--- src/design/vector_map_pkg.sv ---
package vector_map_pkg;

    // Source counts and widths
    localparam int NUM_MASKABLE = 28;
    localparam int NUM_LEVELS = 8;
    localparam int LEVEL_W = 3;
    localparam int SOURCE_W = 5;
    localparam int CODE_W = 16;
    localparam int ADDR_W = 32;
    localparam int OPERAND_W = 4;

    // Fixed sources, lowest index taken first
    localparam int NUM_FIXED = 6;
    localparam int FIXED_W = 3;
    localparam logic [2:0] FIX_RESET = 3'h0;
    localparam logic [2:0] FIX_ILLEGAL = 3'h1;
    localparam logic [2:0] FIX_TRAP_A = 3'h2;
    localparam logic [2:0] FIX_TRAP_B = 3'h3;
    localparam logic [2:0] FIX_NMI = 3'h4;
    localparam logic [2:0] FIX_WDT = 3'h5;

    // Exception codes and handler addresses
    localparam logic [15:0] CODE_RESET = 16'h0000;
    localparam logic [15:0] CODE_NMI = 16'h0010;
    localparam logic [15:0] CODE_WDT = 16'h0020;
    localparam logic [15:0] CODE_TRAP_A = 16'h0040;
    localparam logic [15:0] CODE_TRAP_B = 16'h0050;
    localparam logic [15:0] CODE_ILLEGAL = 16'h0060;
    localparam logic [15:0] CODE_MASKABLE_BASE = 16'h0080;
    localparam logic [15:0] CODE_STEP = 16'h0010;
    localparam logic [31:0] ADDR_RESET = 32'h00000000;
    localparam logic [31:0] ADDR_NMI = 32'h00000010;
    localparam logic [31:0] ADDR_WDT = 32'h00000020;
    localparam logic [31:0] ADDR_TRAP_A = 32'h00000040;
    localparam logic [31:0] ADDR_TRAP_B = 32'h00000050;
    localparam logic [31:0] ADDR_ILLEGAL = 32'h00000060;

    // Default priority positions of the maskable sources
    localparam int PRIO_VOLT_FALL = 0;
    localparam int PRIO_VOLT_RISE = 1;
    localparam int PRIO_PIN_BASE = 2;
    localparam int NUM_PINS = 8;
    localparam int PRIO_TIMER_B_OVF = 10;
    localparam int PRIO_TIMER_B_CH = 11;
    localparam int NUM_TIMER_B_CH = 4;
    localparam int PRIO_TIMER_A_BASE = 15;
    localparam int TIMER_A_STRIDE = 3;
    localparam int NUM_TIMER_A = 5;

    // Request to service start, in system clock cycles
    localparam int MIN_LATENCY_CYCLES = 5;
    localparam int AGE_W = 3;

    typedef enum logic [2:0] {
        KIND_RESET,
        KIND_NMI,
        KIND_WDT,
        KIND_TRAP_A,
        KIND_TRAP_B,
        KIND_ILLEGAL,
        KIND_MASKABLE
    } vector_kind_type;

endpackage

--- src/design/source_slot.sv ---
`timescale 1ns/1ps

module source_slot #(
    parameter int AGE_READY = 3,
    parameter int AGE_W = 3
) (
    input wire logic mclk,
    input wire logic sys_rst,
    input wire logic request,
    input wire logic clear,
    output logic pending,
    output logic ready
);

    localparam logic [AGE_W-1:0] AGE_LIMIT = AGE_W'(AGE_READY);

    logic [AGE_W-1:0] age;
    logic [AGE_W-1:0] next_age;
    logic next_pending;

    if (AGE_READY < 0 || AGE_READY >= (1 << AGE_W)) begin : g_check
        $error("source_slot: AGE_READY does not fit AGE_W");
    end

    always_comb begin
        next_pending = pending;
        next_age = age;
        if (pending && age != AGE_LIMIT) begin
            next_age = age + 1'h1;
        end
        if (clear) begin
            next_pending = 1'h0;
        end
        // New request wins over a clear and restarts the age
        if (request) begin
            next_pending = 1'h1;
            next_age = '0;
        end
    end

    always_ff @(posedge mclk or posedge sys_rst) begin
        if (sys_rst) begin
            pending <= 1'h0;
            age <= '0;
        end else begin
            pending <= next_pending;
            age <= next_age;
        end
    end

    assign ready = pending && (age == AGE_LIMIT);

endmodule

--- src/design/exception_vector_priority_map.sv ---
`timescale 1ns/1ps

// Summary of operation
// - internal reset vectors code 0000, address 0
// - NMI pin valid edge: code/address 0010
// - second watchdog overflow: non-maskable, code 0020
// - trap group A gives 004n, handler 0040
// - trap group B gives 005n, handler 0050
// - illegal opcode or debug trap: 0060
// - voltage fall: priority 0, code 0080
// - voltage rise: priority 1, code 0090
// - maskable handler equals code; 0080 plus 16*priority
// - pins 0-7: priorities 2-9, codes 00A0-0110
// - enhanced timer: overflow 10, channels 11-14
// - timers A0-A3: overflow, ch0, ch1 from 15; A4 overflow only, at 27
// - service starts five or more cycles after request
// - eight programmable levels, masks, nested by level
module exception_vector_priority_map #(
    parameter int MIN_LATENCY = vector_map_pkg::MIN_LATENCY_CYCLES
) (
    input wire logic mclk,
    input wire logic sys_rst,
    input wire logic reset_request,
    input wire logic nmi_pin,
    input wire logic nmi_rising_edge,
    input wire logic watchdog_overflow_request,
    input wire logic trap_group_a,
    input wire logic trap_group_b,
    input wire logic [3:0] trap_operand,
    input wire logic illegal_opcode_trap,
    input wire logic debug_trap,
    input wire logic voltage_fall_request,
    input wire logic voltage_rise_request,
    input wire logic [7:0] pin_request,
    input wire logic timer_b0_overflow_request,
    input wire logic [3:0] timer_b0_channel_request,
    input wire logic [4:0] timer_a_overflow_request,
    input wire logic [4:0] timer_a_channel0_request,
    input wire logic [4:0] timer_a_channel1_request,
    input wire logic [27:0] irq_mask,
    input wire logic [83:0] irq_level,
    input wire logic cpu_ready,
    input wire logic cpu_return,
    output logic vector_valid,
    output logic [15:0] exception_code,
    output logic [31:0] handler_address,
    output logic restore_next_pc,
    output vector_map_pkg::vector_kind_type vector_kind,
    output logic [4:0] vector_source,
    output logic [2:0] vector_level,
    output logic [7:0] in_service_levels,
    output logic nmi_in_service,
    output logic [27:0] maskable_pending
);

    localparam int NM = vector_map_pkg::NUM_MASKABLE;
    localparam int NF = vector_map_pkg::NUM_FIXED;
    localparam int LW = vector_map_pkg::LEVEL_W;

    if (MIN_LATENCY < 2 || MIN_LATENCY > 9) begin : g_check
        $error("MIN_LATENCY must lie between 2 and 9");
    end

    // Pin synchronisers and edge detection
    logic [1:0] nmi_sync;
    logic nmi_prev;
    logic [7:0] pin_sync0;
    logic [7:0] pin_sync1;
    logic [7:0] pin_prev;
    logic nmi_edge;
    logic [7:0] pin_edge;

    always_ff @(posedge mclk or posedge sys_rst) begin
        if (sys_rst) begin
            nmi_sync <= '0;
            nmi_prev <= 1'h0;
            pin_sync0 <= '0;
            pin_sync1 <= '0;
            pin_prev <= '0;
        end else begin
            nmi_sync <= {nmi_sync[0], nmi_pin};
            nmi_prev <= nmi_sync[1];
            pin_sync0 <= pin_request;
            pin_sync1 <= pin_sync0;
            pin_prev <= pin_sync1;
        end
    end

    // Valid edge of the NMI pin is selectable
    assign nmi_edge = nmi_rising_edge ? (nmi_sync[1] && !nmi_prev)
                                      : (!nmi_sync[1] && nmi_prev);
    assign pin_edge = pin_sync1 & ~pin_prev;

    // Request vectors in default priority order
    logic [NF-1:0] fixed_req;
    logic [NF-1:0] fixed_ready;
    logic [NF-1:0] fixed_clear;
    logic [NM-1:0] mreq;
    logic [NM-1:0] m_ready;
    logic [NM-1:0] m_clear;

    always_comb begin
        fixed_req = '0;
        fixed_req[vector_map_pkg::FIX_RESET] = reset_request;
        fixed_req[vector_map_pkg::FIX_ILLEGAL] =
            illegal_opcode_trap || debug_trap;
        fixed_req[vector_map_pkg::FIX_TRAP_A] = trap_group_a;
        fixed_req[vector_map_pkg::FIX_TRAP_B] = trap_group_b;
        fixed_req[vector_map_pkg::FIX_NMI] = nmi_edge;
        fixed_req[vector_map_pkg::FIX_WDT] =
            watchdog_overflow_request;
        mreq = '0;
        mreq[vector_map_pkg::PRIO_VOLT_FALL] = voltage_fall_request;
        mreq[vector_map_pkg::PRIO_VOLT_RISE] = voltage_rise_request;
        for (int i = 0; i < vector_map_pkg::NUM_PINS; i++) begin
            mreq[vector_map_pkg::PRIO_PIN_BASE + i] = pin_edge[i];
        end
        mreq[vector_map_pkg::PRIO_TIMER_B_OVF] =
            timer_b0_overflow_request;
        for (int i = 0; i < vector_map_pkg::NUM_TIMER_B_CH; i++) begin
            mreq[vector_map_pkg::PRIO_TIMER_B_CH + i] =
                timer_b0_channel_request[i];
        end
        for (int t = 0; t < vector_map_pkg::NUM_TIMER_A; t++) begin
            mreq[vector_map_pkg::PRIO_TIMER_A_BASE
                 + vector_map_pkg::TIMER_A_STRIDE * t] =
                timer_a_overflow_request[t];
            // Last timer's channels lie beyond the mapped sources
            if (t < vector_map_pkg::NUM_TIMER_A - 1) begin
                mreq[vector_map_pkg::PRIO_TIMER_A_BASE
                     + vector_map_pkg::TIMER_A_STRIDE * t + 1] =
                    timer_a_channel0_request[t];
                mreq[vector_map_pkg::PRIO_TIMER_A_BASE
                     + vector_map_pkg::TIMER_A_STRIDE * t + 2] =
                    timer_a_channel1_request[t];
            end
        end
    end

    // Each source waits out the latency before it may be taken
    for (genvar i = 0; i < NF; i++) begin : g_fixed
        source_slot #(
            .AGE_READY(MIN_LATENCY - 2),
            .AGE_W(vector_map_pkg::AGE_W)
        ) u_slot (
            .mclk(mclk),
            .sys_rst(sys_rst),
            .request(fixed_req[i]),
            .clear(fixed_clear[i]),
            .pending(),
            .ready(fixed_ready[i])
        );
    end

    for (genvar i = 0; i < NM; i++) begin : g_mask
        source_slot #(
            .AGE_READY(MIN_LATENCY - 2),
            .AGE_W(vector_map_pkg::AGE_W)
        ) u_slot (
            .mclk(mclk),
            .sys_rst(sys_rst),
            .request(mreq[i]),
            .clear(m_clear[i]),
            .pending(maskable_pending[i]),
            .ready(m_ready[i])
        );
    end

    // Trap operands held while their trap waits
    logic [3:0] trap_a_operand;
    logic [3:0] trap_b_operand;
    logic [3:0] next_trap_a_operand;
    logic [3:0] next_trap_b_operand;

    // Selection
    logic fix_hit;
    logic [2:0] fix_idx;
    logic m_hit;
    logic [4:0] m_idx;
    logic [LW-1:0] m_lvl;
    logic [LW:0] cur_level;
    logic [LW-1:0] lvl_i;
    logic take;

    always_comb begin
        fix_hit = 1'h0;
        fix_idx = '0;
        // Non-maskables are blind to mask and level
        for (int i = NF - 1; i >= 0; i--) begin
            if (fixed_ready[i] && !(3'(i) == vector_map_pkg::FIX_NMI
                                    && nmi_in_service)) begin
                fix_hit = 1'h1;
                fix_idx = 3'(i);
            end
        end
        cur_level = (LW + 1)'(vector_map_pkg::NUM_LEVELS);
        for (int i = vector_map_pkg::NUM_LEVELS - 1; i >= 0; i--) begin
            if (in_service_levels[i]) begin
                cur_level = (LW + 1)'(i);
            end
        end
        m_hit = 1'h0;
        m_idx = '0;
        m_lvl = '1;
        lvl_i = '0;
        for (int i = 0; i < NM; i++) begin
            lvl_i = irq_level[i*LW +: LW];
            // Strict compare keeps the smaller default priority
            if (m_ready[i] && !irq_mask[i] && !nmi_in_service
                && {1'h0, lvl_i} < cur_level
                && (!m_hit || lvl_i < m_lvl)) begin
                m_hit = 1'h1;
                m_idx = 5'(i);
                m_lvl = lvl_i;
            end
        end
        take = cpu_ready && (fix_hit || m_hit);
        fixed_clear = '0;
        m_clear = '0;
        if (take && fix_hit) begin
            fixed_clear[fix_idx] = 1'h1;
        end
        if (take && !fix_hit) begin
            m_clear[m_idx] = 1'h1;
        end
    end

    // Vector output and nesting state
    logic next_vector_valid;
    logic [15:0] next_exception_code;
    logic [31:0] next_handler_address;
    logic next_restore_next_pc;
    vector_map_pkg::vector_kind_type next_vector_kind;
    logic [4:0] next_vector_source;
    logic [2:0] next_vector_level;
    logic [7:0] next_in_service_levels;
    logic next_nmi_in_service;

    always_comb begin
        next_trap_a_operand = trap_group_a ? trap_operand : trap_a_operand;
        next_trap_b_operand = trap_group_b ? trap_operand : trap_b_operand;
        next_vector_valid = take;
        next_exception_code = exception_code;
        next_handler_address = handler_address;
        next_restore_next_pc = restore_next_pc;
        next_vector_kind = vector_kind;
        next_vector_source = vector_source;
        next_vector_level = vector_level;
        next_in_service_levels = in_service_levels;
        next_nmi_in_service = nmi_in_service;
        if (cpu_return) begin
            if (nmi_in_service) begin
                next_nmi_in_service = 1'h0;
            end else begin
                next_in_service_levels = in_service_levels
                    & ~(in_service_levels & (~in_service_levels + 8'h01));
            end
        end
        if (take) begin
            next_restore_next_pc = 1'h1;
            next_vector_source = '0;
            next_vector_level = '0;
            if (fix_hit) begin
                unique case (fix_idx)
                    vector_map_pkg::FIX_RESET: begin
                        next_exception_code = vector_map_pkg::CODE_RESET;
                        next_handler_address = vector_map_pkg::ADDR_RESET;
                        next_vector_kind = vector_map_pkg::KIND_RESET;
                        next_restore_next_pc = 1'h0;
                        next_in_service_levels = '0;
                        next_nmi_in_service = 1'h0;
                    end
                    vector_map_pkg::FIX_ILLEGAL: begin
                        next_exception_code = vector_map_pkg::CODE_ILLEGAL;
                        next_handler_address =
                            vector_map_pkg::ADDR_ILLEGAL;
                        next_vector_kind = vector_map_pkg::KIND_ILLEGAL;
                    end
                    vector_map_pkg::FIX_TRAP_A: begin
                        next_exception_code = vector_map_pkg::CODE_TRAP_A
                            | {12'h000, trap_a_operand};
                        next_handler_address = vector_map_pkg::ADDR_TRAP_A;
                        next_vector_kind = vector_map_pkg::KIND_TRAP_A;
                    end
                    vector_map_pkg::FIX_TRAP_B: begin
                        next_exception_code = vector_map_pkg::CODE_TRAP_B
                            | {12'h000, trap_b_operand};
                        next_handler_address = vector_map_pkg::ADDR_TRAP_B;
                        next_vector_kind = vector_map_pkg::KIND_TRAP_B;
                    end
                    vector_map_pkg::FIX_NMI: begin
                        next_exception_code = vector_map_pkg::CODE_NMI;
                        next_handler_address = vector_map_pkg::ADDR_NMI;
                        next_vector_kind = vector_map_pkg::KIND_NMI;
                        next_nmi_in_service = 1'h1;
                    end
                    vector_map_pkg::FIX_WDT: begin
                        next_exception_code = vector_map_pkg::CODE_WDT;
                        next_handler_address = vector_map_pkg::ADDR_WDT;
                        next_vector_kind = vector_map_pkg::KIND_WDT;
                        next_nmi_in_service = 1'h1;
                    end
                    default: begin
                        next_vector_kind = vector_kind;
                    end
                endcase
            end else begin
                next_exception_code = vector_map_pkg::CODE_MASKABLE_BASE
                    + 16'(m_idx) * vector_map_pkg::CODE_STEP;
                next_handler_address = {16'h0000,
                    vector_map_pkg::CODE_MASKABLE_BASE
                    + 16'(m_idx) * vector_map_pkg::CODE_STEP};
                next_vector_kind = vector_map_pkg::KIND_MASKABLE;
                next_vector_source = m_idx;
                next_vector_level = m_lvl;
                next_in_service_levels[m_lvl] = 1'h1;
            end
        end
    end

    always_ff @(posedge mclk or posedge sys_rst) begin
        if (sys_rst) begin
            trap_a_operand <= '0;
            trap_b_operand <= '0;
            vector_valid <= 1'h0;
            exception_code <= '0;
            handler_address <= '0;
            restore_next_pc <= 1'h0;
            vector_kind <= vector_map_pkg::KIND_RESET;
            vector_source <= '0;
            vector_level <= '0;
            in_service_levels <= '0;
            nmi_in_service <= 1'h0;
        end else begin
            trap_a_operand <= next_trap_a_operand;
            trap_b_operand <= next_trap_b_operand;
            vector_valid <= next_vector_valid;
            exception_code <= next_exception_code;
            handler_address <= next_handler_address;
            restore_next_pc <= next_restore_next_pc;
            vector_kind <= next_vector_kind;
            vector_source <= next_vector_source;
            vector_level <= next_vector_level;
            in_service_levels <= next_in_service_levels;
            nmi_in_service <= next_nmi_in_service;
        end
    end

    // Checks
    logic [27:0] past_mask;

    always_ff @(posedge mclk or posedge sys_rst) begin
        if (sys_rst) begin
            past_mask <= '0;
        end else begin
            past_mask <= irq_mask;
        end
    end
endmodule

--- config.mk ---
export PLATFORM = sky130hd
export DESIGN_NAME = exception_vector_priority_map
export DESIGN_NICKNAME = d
export VERILOG_FILES = /design/src/design/vector_map_pkg.sv /design/src/design/source_slot.sv /design/src/design/exception_vector_priority_map.sv
export SDC_FILE = /design/constraint.sdc
export NUM_CORES = 1
export LEC_CHECK = 0
export BUFFER_PORTS_ARGS = -buffer_cell sky130_fd_sc_hd__buf_2
export CAP_MARGIN = 15
export CORE_ASPECT_RATIO = 0.7
export CORE_MARGIN = 3
export CORE_UTILIZATION = 45
export DETAILED_ROUTE_END_ITERATION = 8
export MAX_ROUTING_LAYER = met4
export PLACE_DENSITY_LB_ADDON = 0.25
export SYNTH_ARGS = -nofsm -noshare
export SYNTH_HDL_FRONTEND = slang
export SYNTH_SLANG_ARGS = --single-unit
--- constraint.sdc ---
create_clock -name mclk -period 46 [get_ports mclk]
set_input_delay 9.2 -clock mclk [delete_from_list [all_inputs] [get_ports mclk]]
set_output_delay 9.2 -clock mclk [all_outputs]
set_load 0.02 [all_outputs]
# Yosys cells after proc, flatten, opt, wreduce, memory -nomap -nowiden
# Index checks and enable logic that the tools add are counted.
[totals] register_bits=241 input_bits=158 wordCells=876 output_inout_bits=98
[op_classes] muxes=267 eq_ne=74 bitwise_logic=7 addsub=36 n_lt_le_gt_ge=61 n_reduce_logical=347
[op_table] op="$mux 3" n=104
[op_table] op="$pmux 32 s6" n=1
[op_table] op="$logic_and 1x1->1" n=188
[op_table] op="$reduce_bool 2->1" n=68
[op_table] op="$mux 5" n=27
[op_table] op="$lt 3x4->1" n=28
[op_table] op="$mux 1" n=112
[op_table] op="$eq 3x2->1 const B" n=36
[op_table] op="$add 3x1->3 const B" n=34
[op_table] op="$ne 3x2->1 const B" n=34
[op_table] op="$pmux 16 s6" n=1
[op_table] op="$lt 3x3->1" n=27
[op_table] op="$logic_not 1->1" n=59
[op_table] op="$mux 8" n=5
[op_table] op="$mux 32" n=1
[op_table] op="$mux 4" n=8
[op_table] op="$logic_or 1x1->1" n=29
[op_table] op="$mux 28" n=1
[op_table] op="$and 8x8->8" n=3
[op_table] op="$not 8->8" n=3
[op_table] op="$pmux 3 s6" n=1
[op_table] op="$mux 16" n=1
[op_table] op="$add 8x9->10 const A" n=1
[op_table] op="$add 8x1->8 const B" n=1
[op_table] op="other kinds (15)" n=19

# Depth between registers and ports, before layout
[depth] depth_word=126 ltp_mapped=210 ltp_nobuf=204

# Hierarchy
# From an unflattened synthesis, not the netlist that was laid out.
[hier_totals] hier_cells=1948 area_unflattened_um2=17369.2
[modules_own_cells] mod="exception_vector_priority_map" seq_area_each_um2=1676.6 area_each_um2=9669.3 cells_per_inst=1268 instances=1
[modules_own_cells] mod="source_slot" seq_area_each_um2=100.1 area_each_um2=226.5 cells_per_inst=20 instances=34

# Worst setup path before layout
# No wires, ideal clock.
[synth_timing] path_type="input -> register" startpoint="in irq_level[2]" endpoint="reg g_mask[10].u_slot.pending" path_stages=193 setup_ns=0.138 setup_slack_ns=2.529 path_buffers=7 t_arrival_ns=43.333 required_ns=45.862 path_cell_list="ha_1 -> or4_1 -> a21oi_2 -> nor2_1 -> nor2_1 -> ha_1 -> a21o_1 -> o21a_2 -> or2_1 -> clkbuf_1 -> a21oi_1 -> inv_1 -> ha_1 -> inv_1 -> a2111oi_4 -> a31oi_2 -> o21ai_0 -> inv_1 -> [157 not listed] -> nand3_1 -> mux2_2 -> clkinv_1 -> ha_1 -> or2_2 -> a31oi_1 -> a21o_1 -> and2_1 -> nor2_1 -> ha_1 -> or4_1 -> o21a_2 -> o21ai_2 -> nor2_1 -> inv_1 -> ha_1 -> nor3b_1 -> a21oi_1"
[synth_between] elab_chain_cells=117 word_cells_on_any_way=202 cone_classes="30 x order compare; 85 x mux; 87 x reduce/logical"
[synth_lines] item="from (decl)" line_no="exception_vector_priority_map.sv:41" source="input wire logic [83:0] irq_level,"
[synth_lines] item="$lt 3x4->1" line_no="exception_vector_priority_map.sv:210" source="&& {1'h0, lvl_i} < cur_level"
[synth_lines] item="$logic_and 1x1->1" line_no="exception_vector_priority_map.sv:210"
[synth_lines] item="$mux 3 / $mux 1 (equally long branches)" line_no="exception_vector_priority_map.sv:209" source="if (m_ready[i] && !irq_mask[i] && !nmi_in_service"
[synth_lines] item="$lt 3x3->1 / $logic_not 1->1 (equally long branches)" line_no="exception_vector_priority_map.sv:211" source="&& (!m_hit || lvl_i < m_lvl)) begin"
[synth_lines] item="$logic_or 1x1->1" line_no="exception_vector_priority_map.sv:211"
[synth_lines] item="$logic_and 1x1->1" line_no="exception_vector_priority_map.sv:211"
[synth_lines] item="$mux 3 / $mux 1 (equally long branches)" line_no="exception_vector_priority_map.sv:209"
[synth_lines] item="$lt 3x3->1 / $logic_not 1->1 (equally long branches)" line_no="exception_vector_priority_map.sv:211"
[synth_lines] item="[101 not listed]"
[synth_lines] item="$logic_and 1x1->1" line_no="exception_vector_priority_map.sv:211"
[synth_lines] item="$mux 5" line_no="exception_vector_priority_map.sv:209"
[synth_lines] item="$lt 5x6->1 (not written as such) / $ge 5x1->1 (equally long branches)" line_no="exception_vector_priority_map.sv:224" source="m_clear[m_idx] = 1'h1;"
[synth_lines] item="$logic_and 1x1->1 (not written as such)" line_no="exception_vector_priority_map.sv:224"
[synth_lines] item="$mux 1 (not written as such)" line_no="exception_vector_priority_map.sv:224"
[synth_lines] item="$demux 1 s5" line_no="exception_vector_priority_map.sv:224"
[synth_lines] item="$mux 28 *" line_no="exception_vector_priority_map.sv:223" source="if (take && !fix_hit) begin"
[synth_lines] item="$reduce_bool 2->1 (no source line) *"
[synth_lines] item="to (signal assigned)" line_no="source_slot.sv:46" source="pending <= next_pending;"
[synth_lines] item="to (decl)" line_no="source_slot.sv:11" source="output logic pending,"
# Every way passes the cells marked *; elsewhere a longest branch is shown, timed or not.
# A chain may end at the register's enable or synchronous reset.

# Worst setup path after layout
[layout_timing] startpoint="in irq_level[2]" endpoint="reg g_mask[20].u_slot.pending"
[layout_between] elab_chain_cells=117 word_cells_on_any_way=202 cone_classes="30 x order compare; 85 x mux; 87 x reduce/logical"
[layout_lines] item="$lt 3x4->1" line_no="exception_vector_priority_map.sv:210"
[layout_lines] item="$logic_and 1x1->1" line_no="exception_vector_priority_map.sv:210"
[layout_lines] item="$mux 3 / $mux 1 (equally long branches)" line_no="exception_vector_priority_map.sv:209"
[layout_lines] item="$lt 3x3->1 / $logic_not 1->1 (equally long branches)" line_no="exception_vector_priority_map.sv:211"
[layout_lines] item="$logic_or 1x1->1" line_no="exception_vector_priority_map.sv:211"
[layout_lines] item="$logic_and 1x1->1" line_no="exception_vector_priority_map.sv:211"
[layout_lines] item="$mux 3 / $mux 1 (equally long branches)" line_no="exception_vector_priority_map.sv:209"
[layout_lines] item="$lt 3x3->1 / $logic_not 1->1 (equally long branches)" line_no="exception_vector_priority_map.sv:211"
[layout_lines] item="[101 not listed]"
[layout_lines] item="$logic_and 1x1->1" line_no="exception_vector_priority_map.sv:211"
[layout_lines] item="$mux 5" line_no="exception_vector_priority_map.sv:209"
[layout_lines] item="$lt 5x6->1 (not written as such) / $ge 5x1->1 (equally long branches)" line_no="exception_vector_priority_map.sv:224"
[layout_lines] item="$logic_and 1x1->1 (not written as such)" line_no="exception_vector_priority_map.sv:224"
[layout_lines] item="$mux 1 (not written as such)" line_no="exception_vector_priority_map.sv:224"
[layout_lines] item="$demux 1 s5" line_no="exception_vector_priority_map.sv:224"
[layout_lines] item="$mux 28 *" line_no="exception_vector_priority_map.sv:223"
[layout_lines] item="$reduce_bool 2->1 (no source line) *"
[layout_lines] item="to (signal assigned)" line_no="source_slot.sv:46"
[layout_lines] item="to (decl)" line_no="source_slot.sv:11"
# Marked as above.

==> run_summary.xml <==
<?xml version="1.0" encoding="UTF-8"?>
<metrics>
  <group name="run_status">
    <metric name="status" unit="">complete, no violations</metric>
  </group>
  <group name="power_and_ir_drop">
    <metric name="worst_ir_drop_vdd" unit="mV">0.0388</metric>
    <metric name="p_leak" unit="nW">9.21</metric>
    <metric name="pd_cells" unit="nW/um2">79.3</metric>
    <metric name="totalPowerFinal" unit="mW">1.54</metric>
  </group>
  <group name="setup_path">
    <metric name="reg2reg_setup_slack" unit="ns">9.60</metric>
    <metric name="arrival" unit="ns">44.23</metric>
    <metric name="cpPeakStageDelay" unit="ns">0.57</metric>
    <metric name="worst_setup_path_start_kind" unit="">primary input</metric>
    <metric name="critical_path_class" unit="">primary input to flip-flop</metric>
    <metric name="worstReg2RegStart" unit="">in_service_levels[2]$_DFF_PP0_</metric>
    <metric name="critical-path-top-cell-by-count" unit="">ha_1</metric>
    <metric name="regToRegEndpoint" unit="">g_mask[20].u_slot.pending$_DFFE_PP0P_</metric>
    <metric name="timing.critical_path.to_type" unit="">flip-flop</metric>
    <metric name="critical-path-slowest-cell" unit="">or4_1</metric>
    <metric name="crit_required" unit="ns">46.41</metric>
    <metric name="r2r.worst_path.cells" unit="">188</metric>
    <metric name="cp_max_fo" unit="">8</metric>
  </group>
  <group name="place">
    <metric name="dpl.hpwl" unit="mm">36.7</metric>
    <metric name="place.port_buffers" unit="">221</metric>
    <metric name="gp_congestion" unit="">0.924</metric>
    <metric name="placedCellCount" unit="">2570</metric>
    <metric name="dpl_worst_slack" unit="ns">-0.0160</metric>
  </group>
  <group name="cts">
    <metric name="clk_root_buffer_cell" unit="">clkbuf_16</metric>
    <metric name="clock_path_buffers" unit="">3</metric>
    <metric name="cts_tree" unit="">built</metric>
    <metric name="cts.clk_slew.worst_paths" unit="ns">0.06</metric>
    <metric name="tritoncts_num_sinks" unit="">203</metric>
    <metric name="htree_num_levels" unit="">1</metric>
    <metric name="clock_insertion_delay_worst_skew" unit="ns">0.52</metric>
    <metric name="cts-buffers-inserted" unit="">23</metric>
  </group>
  <group name="floorplan">
    <metric name="boundaryPins" unit="">256</metric>
    <metric name="fp-row-count" unit="">57</metric>
    <metric name="initial_core_utilization" unit="%">46.6</metric>
    <metric name="core_area" unit="um2">35400</metric>
    <metric name="design.die.area" unit="um2">39000</metric>
    <metric name="die_height" unit="um">166</metric>
    <metric name="die_w" unit="um">235</metric>
  </group>
  <group name="global_routing">
    <metric name="pin_count_of_the_biggest_net_entering_global_routing" unit="">145</metric>
    <metric name="grt_pass1_wl" unit="mm">75.7</metric>
    <metric name="antenna_found_initial" unit="">8</metric>
    <metric name="groute.usage.overall" unit="%">23.9</metric>
    <metric name="grt_overflow_total" unit="">0</metric>
    <metric name="grt_pass1_vias" unit="">14400</metric>
  </group>
  <group name="sta">
    <metric name="setup-tns-final" unit="ns">0</metric>
    <metric name="worst_clock_skew" unit="ns">0.0148</metric>
    <metric name="timing.final.ws_setup" unit="ns">2.18</metric>
    <metric name="slew_violations" unit="">0</metric>
    <metric name="final_period_demand_of_the_worst_path" unit="ns">43.82</metric>
    <metric name="timing.final.crit_share" unit="%">95.3</metric>
    <metric name="finalHoldViolations" unit="">0</metric>
    <metric name="tightestPinTransition" unit="ns">0.959</metric>
    <metric name="relSlewSlack" unit="%">36.1</metric>
    <metric name="fin_worst_hold_slack" unit="ns">0.347</metric>
    <metric name="clock.fmax" unit="GHz">0.0228</metric>
    <metric name="setup-violations-final" unit="">0</metric>
  </group>
  <group name="synthesis">
    <metric name="syn_inst" unit="">1856</metric>
    <metric name="yosys_register_bits" unit="">203</metric>
    <metric name="ys_warn_count" unit="">0</metric>
    <metric name="synth.distinct_cells" unit="">115</metric>
    <metric name="synth_async_sr_flop_share" unit="%">100</metric>
    <metric name="yosysSeqAreaShare" unit="%">30.8</metric>
    <metric name="synth.avg_cell_area" unit="um2">8.88</metric>
    <metric name="synth-edff-count" unit="">0</metric>
    <metric name="synth_top_flop_cell" unit="">dfrtp_1</metric>
    <metric name="synth_largest_type_area_fraction" unit="%">30.8</metric>
    <metric name="synth.top_cells.by_area" unit="">dfrtp_1 (31%), ha_1 (12%), nor2_1 (5.4%)</metric>
    <metric name="synthDominantAreaCellType" unit="">dfrtp_1</metric>
    <metric name="mappedNetlistArea" unit="um2">16500</metric>
  </group>
  <group name="layout">
    <metric name="layout.area.seq" unit="um2">5080</metric>
    <metric name="design.final.nets" unit="">2446</metric>
    <metric name="syn2layout_area_growth" unit="%">18.0</metric>
    <metric name="final_layout_size_suffix_gt1_share" unit="%">22.3</metric>
    <metric name="multi_input_comb_area" unit="um2">10700</metric>
    <metric name="layout.cells.most_common" unit="">nor2_1</metric>
    <metric name="layout.filler_cells" unit="">3262</metric>
    <metric name="layout.cells.non_filler" unit="">2629</metric>
    <metric name="layout.cells.most_common_list" unit="">nor2_1 (231), buf_2 (221), dfrtp_1 (203)</metric>
  </group>
  <group name="routing">
    <metric name="dr.pass1.iters" unit="">7</metric>
    <metric name="detail_route.iter0.violations" unit="">1162</metric>
    <metric name="drc_errors" unit="">0</metric>
    <metric name="postRouteAntennaNets" unit="">0</metric>
    <metric name="route.top_layer_used" unit="">met4</metric>
    <metric name="routed_vias_inst" unit="">5.77</metric>
    <metric name="vias" unit="">15200</metric>
    <metric name="routed_wl" unit="mm">48.0</metric>
    <metric name="post_drt_wl_per_cell" unit="um">18.3</metric>
    <metric name="routedLengthMet1" unit="mm">22.4</metric>
    <metric name="dr_wl_met2" unit="mm">21.2</metric>
    <metric name="wl_met3" unit="mm">3.14</metric>
  </group>
  <group name="hold_path">
    <metric name="min-delay-start" unit="">pin_sync0[4]$_DFF_PP0_</metric>
    <metric name="timing.hold.worst.class" unit="">flip-flop to flip-flop</metric>
    <metric name="cell_depth_of_the_worst_hold_path" unit="">0</metric>
    <metric name="hold_path_end" unit="">pin_sync1[4]$_DFF_PP0_</metric>
  </group>
  <group name="run">
    <metric name="max_cap_violation_count" unit="">0</metric>
  </group>
</metrics>
[where the power goes]
part	internal (mW)	total, mW	switching (mW)
clock network	0.112	0.189	0.0764
registers	0.232	0.269	0.0371
logic	0.449	1.09	0.637
[synth_stat cells (24+ instances only)]
cell        n
nor2_1    239
dfrtp_1   203
ha_1      155
inv_1     117
a21oi_1    97
nand2_1    89
o21ai_0    77
nand2b_1   73
buf_4      69
mux2i_1    53
a211oi_1   49
nor2b_1    47
a21o_1     44
nand3_1    31
xnor2_1    29
and2_1     24
[critical path, delay by kind of cell]
kind	cells	cell delay (ns)
simple gates	51	8.74
fa+ha+maj	29	7.68
compound gates	64	11.88
buf+inv	27	2.16
mux	16	4.48
[cell families (layout without fill, tap and decap cells)]
family / Yosys count / in the layout / synth area share (%)
and+or+nand+nor: 619 / 619 / 18.8
AOI/OAI and AO/OA: 544 / 544 / 24.7
buffers and inverters: 214 / 476 / 6.58
DFF: 203 / 203 / 30.8
adders and majority gates: 164 / 164 / 12.3
muxes: 76 / 76 / 4.86
xor gates and xnor gates: 35 / 35 / 1.86
other: 1 / 40 / 0.0228
[stage by stage]
step           util (%)  instance area, um2
2_1_floorplan         -               16600
3_3_place_gp       51.9               18400
3_5_place_dp       51.9               18400
4_1_cts            54.1               19100
5_1_grt            55.0               19500
6_report           55.0               19500
[flip-flops by register name (all words and copies together), names as in the netlist, 2 cells and up]
name	cells
g_mask.u_slot.age	84
g_fixed.u_slot.age	18
vector_kind	3
vector_level	3
pin_prev	8
pin_sync1	8
exception_code	9
g_mask.u_slot.pending	28
in_service_levels	8
pin_sync0	8
g_fixed.u_slot.pending	6
vector_source	5
nmi_sync	2
trap_a_operand	4
trap_b_operand	4
[worst max path at each step]
stage,from,slack [ns],end,cells past startpoint
3_5_place_dp,irq_level[2],-0.02,g_mask[16].u_slot.pending$_DFFE_PP0P_,188
2_1_floorplan,irq_level[2],2.53,g_mask[10].u_slot.pending$_DFFE_PP0P_,193
3_3_place_gp,irq_level[2],0.53,g_mask[16].u_slot.pending$_DFFE_PP0P_,188
5_1_grt,irq_level[2],-0.19,g_mask[9].u_slot.pending$_DFFE_PP0P_,193
4_1_cts,irq_level[2],0.33,g_mask[16].u_slot.pending$_DFFE_PP0P_,188
6_report,irq_level[2],2.18,g_mask[20].u_slot.pending$_DFFE_PP0P_,187
[routing by layer]
| metal | vias to the layer above | GRT usage (%) |
|---|---|---|
| li1 | 7305 | - |
| met1 | 7271 | 33.5 |
| met2 | 524 | 36.3 |
| met3 | 72 | 3.83 |
| met4 | 0 | 5.77 |
| met5 | - | - |
[cell type report]
cell class	count	area share, %
Inverter	119	2.33
Antenna cell	8	0.103
Sequential cell	203	26.1
Clock inverter	11	0.727
Timing Repair Buffer	316	9.54
Multi-Input combinational cell	1470	55.0
Tap cell	472	3.04
Clock buffer	30	3.20
[timing repair]
item,4_1_cts,5_1_grt
hold buffers,0,0
resized for setup,0,55
buffers inserted,0,10
endpoints found under the setup margin,0,50
Power figures use the tool's default switching activity.
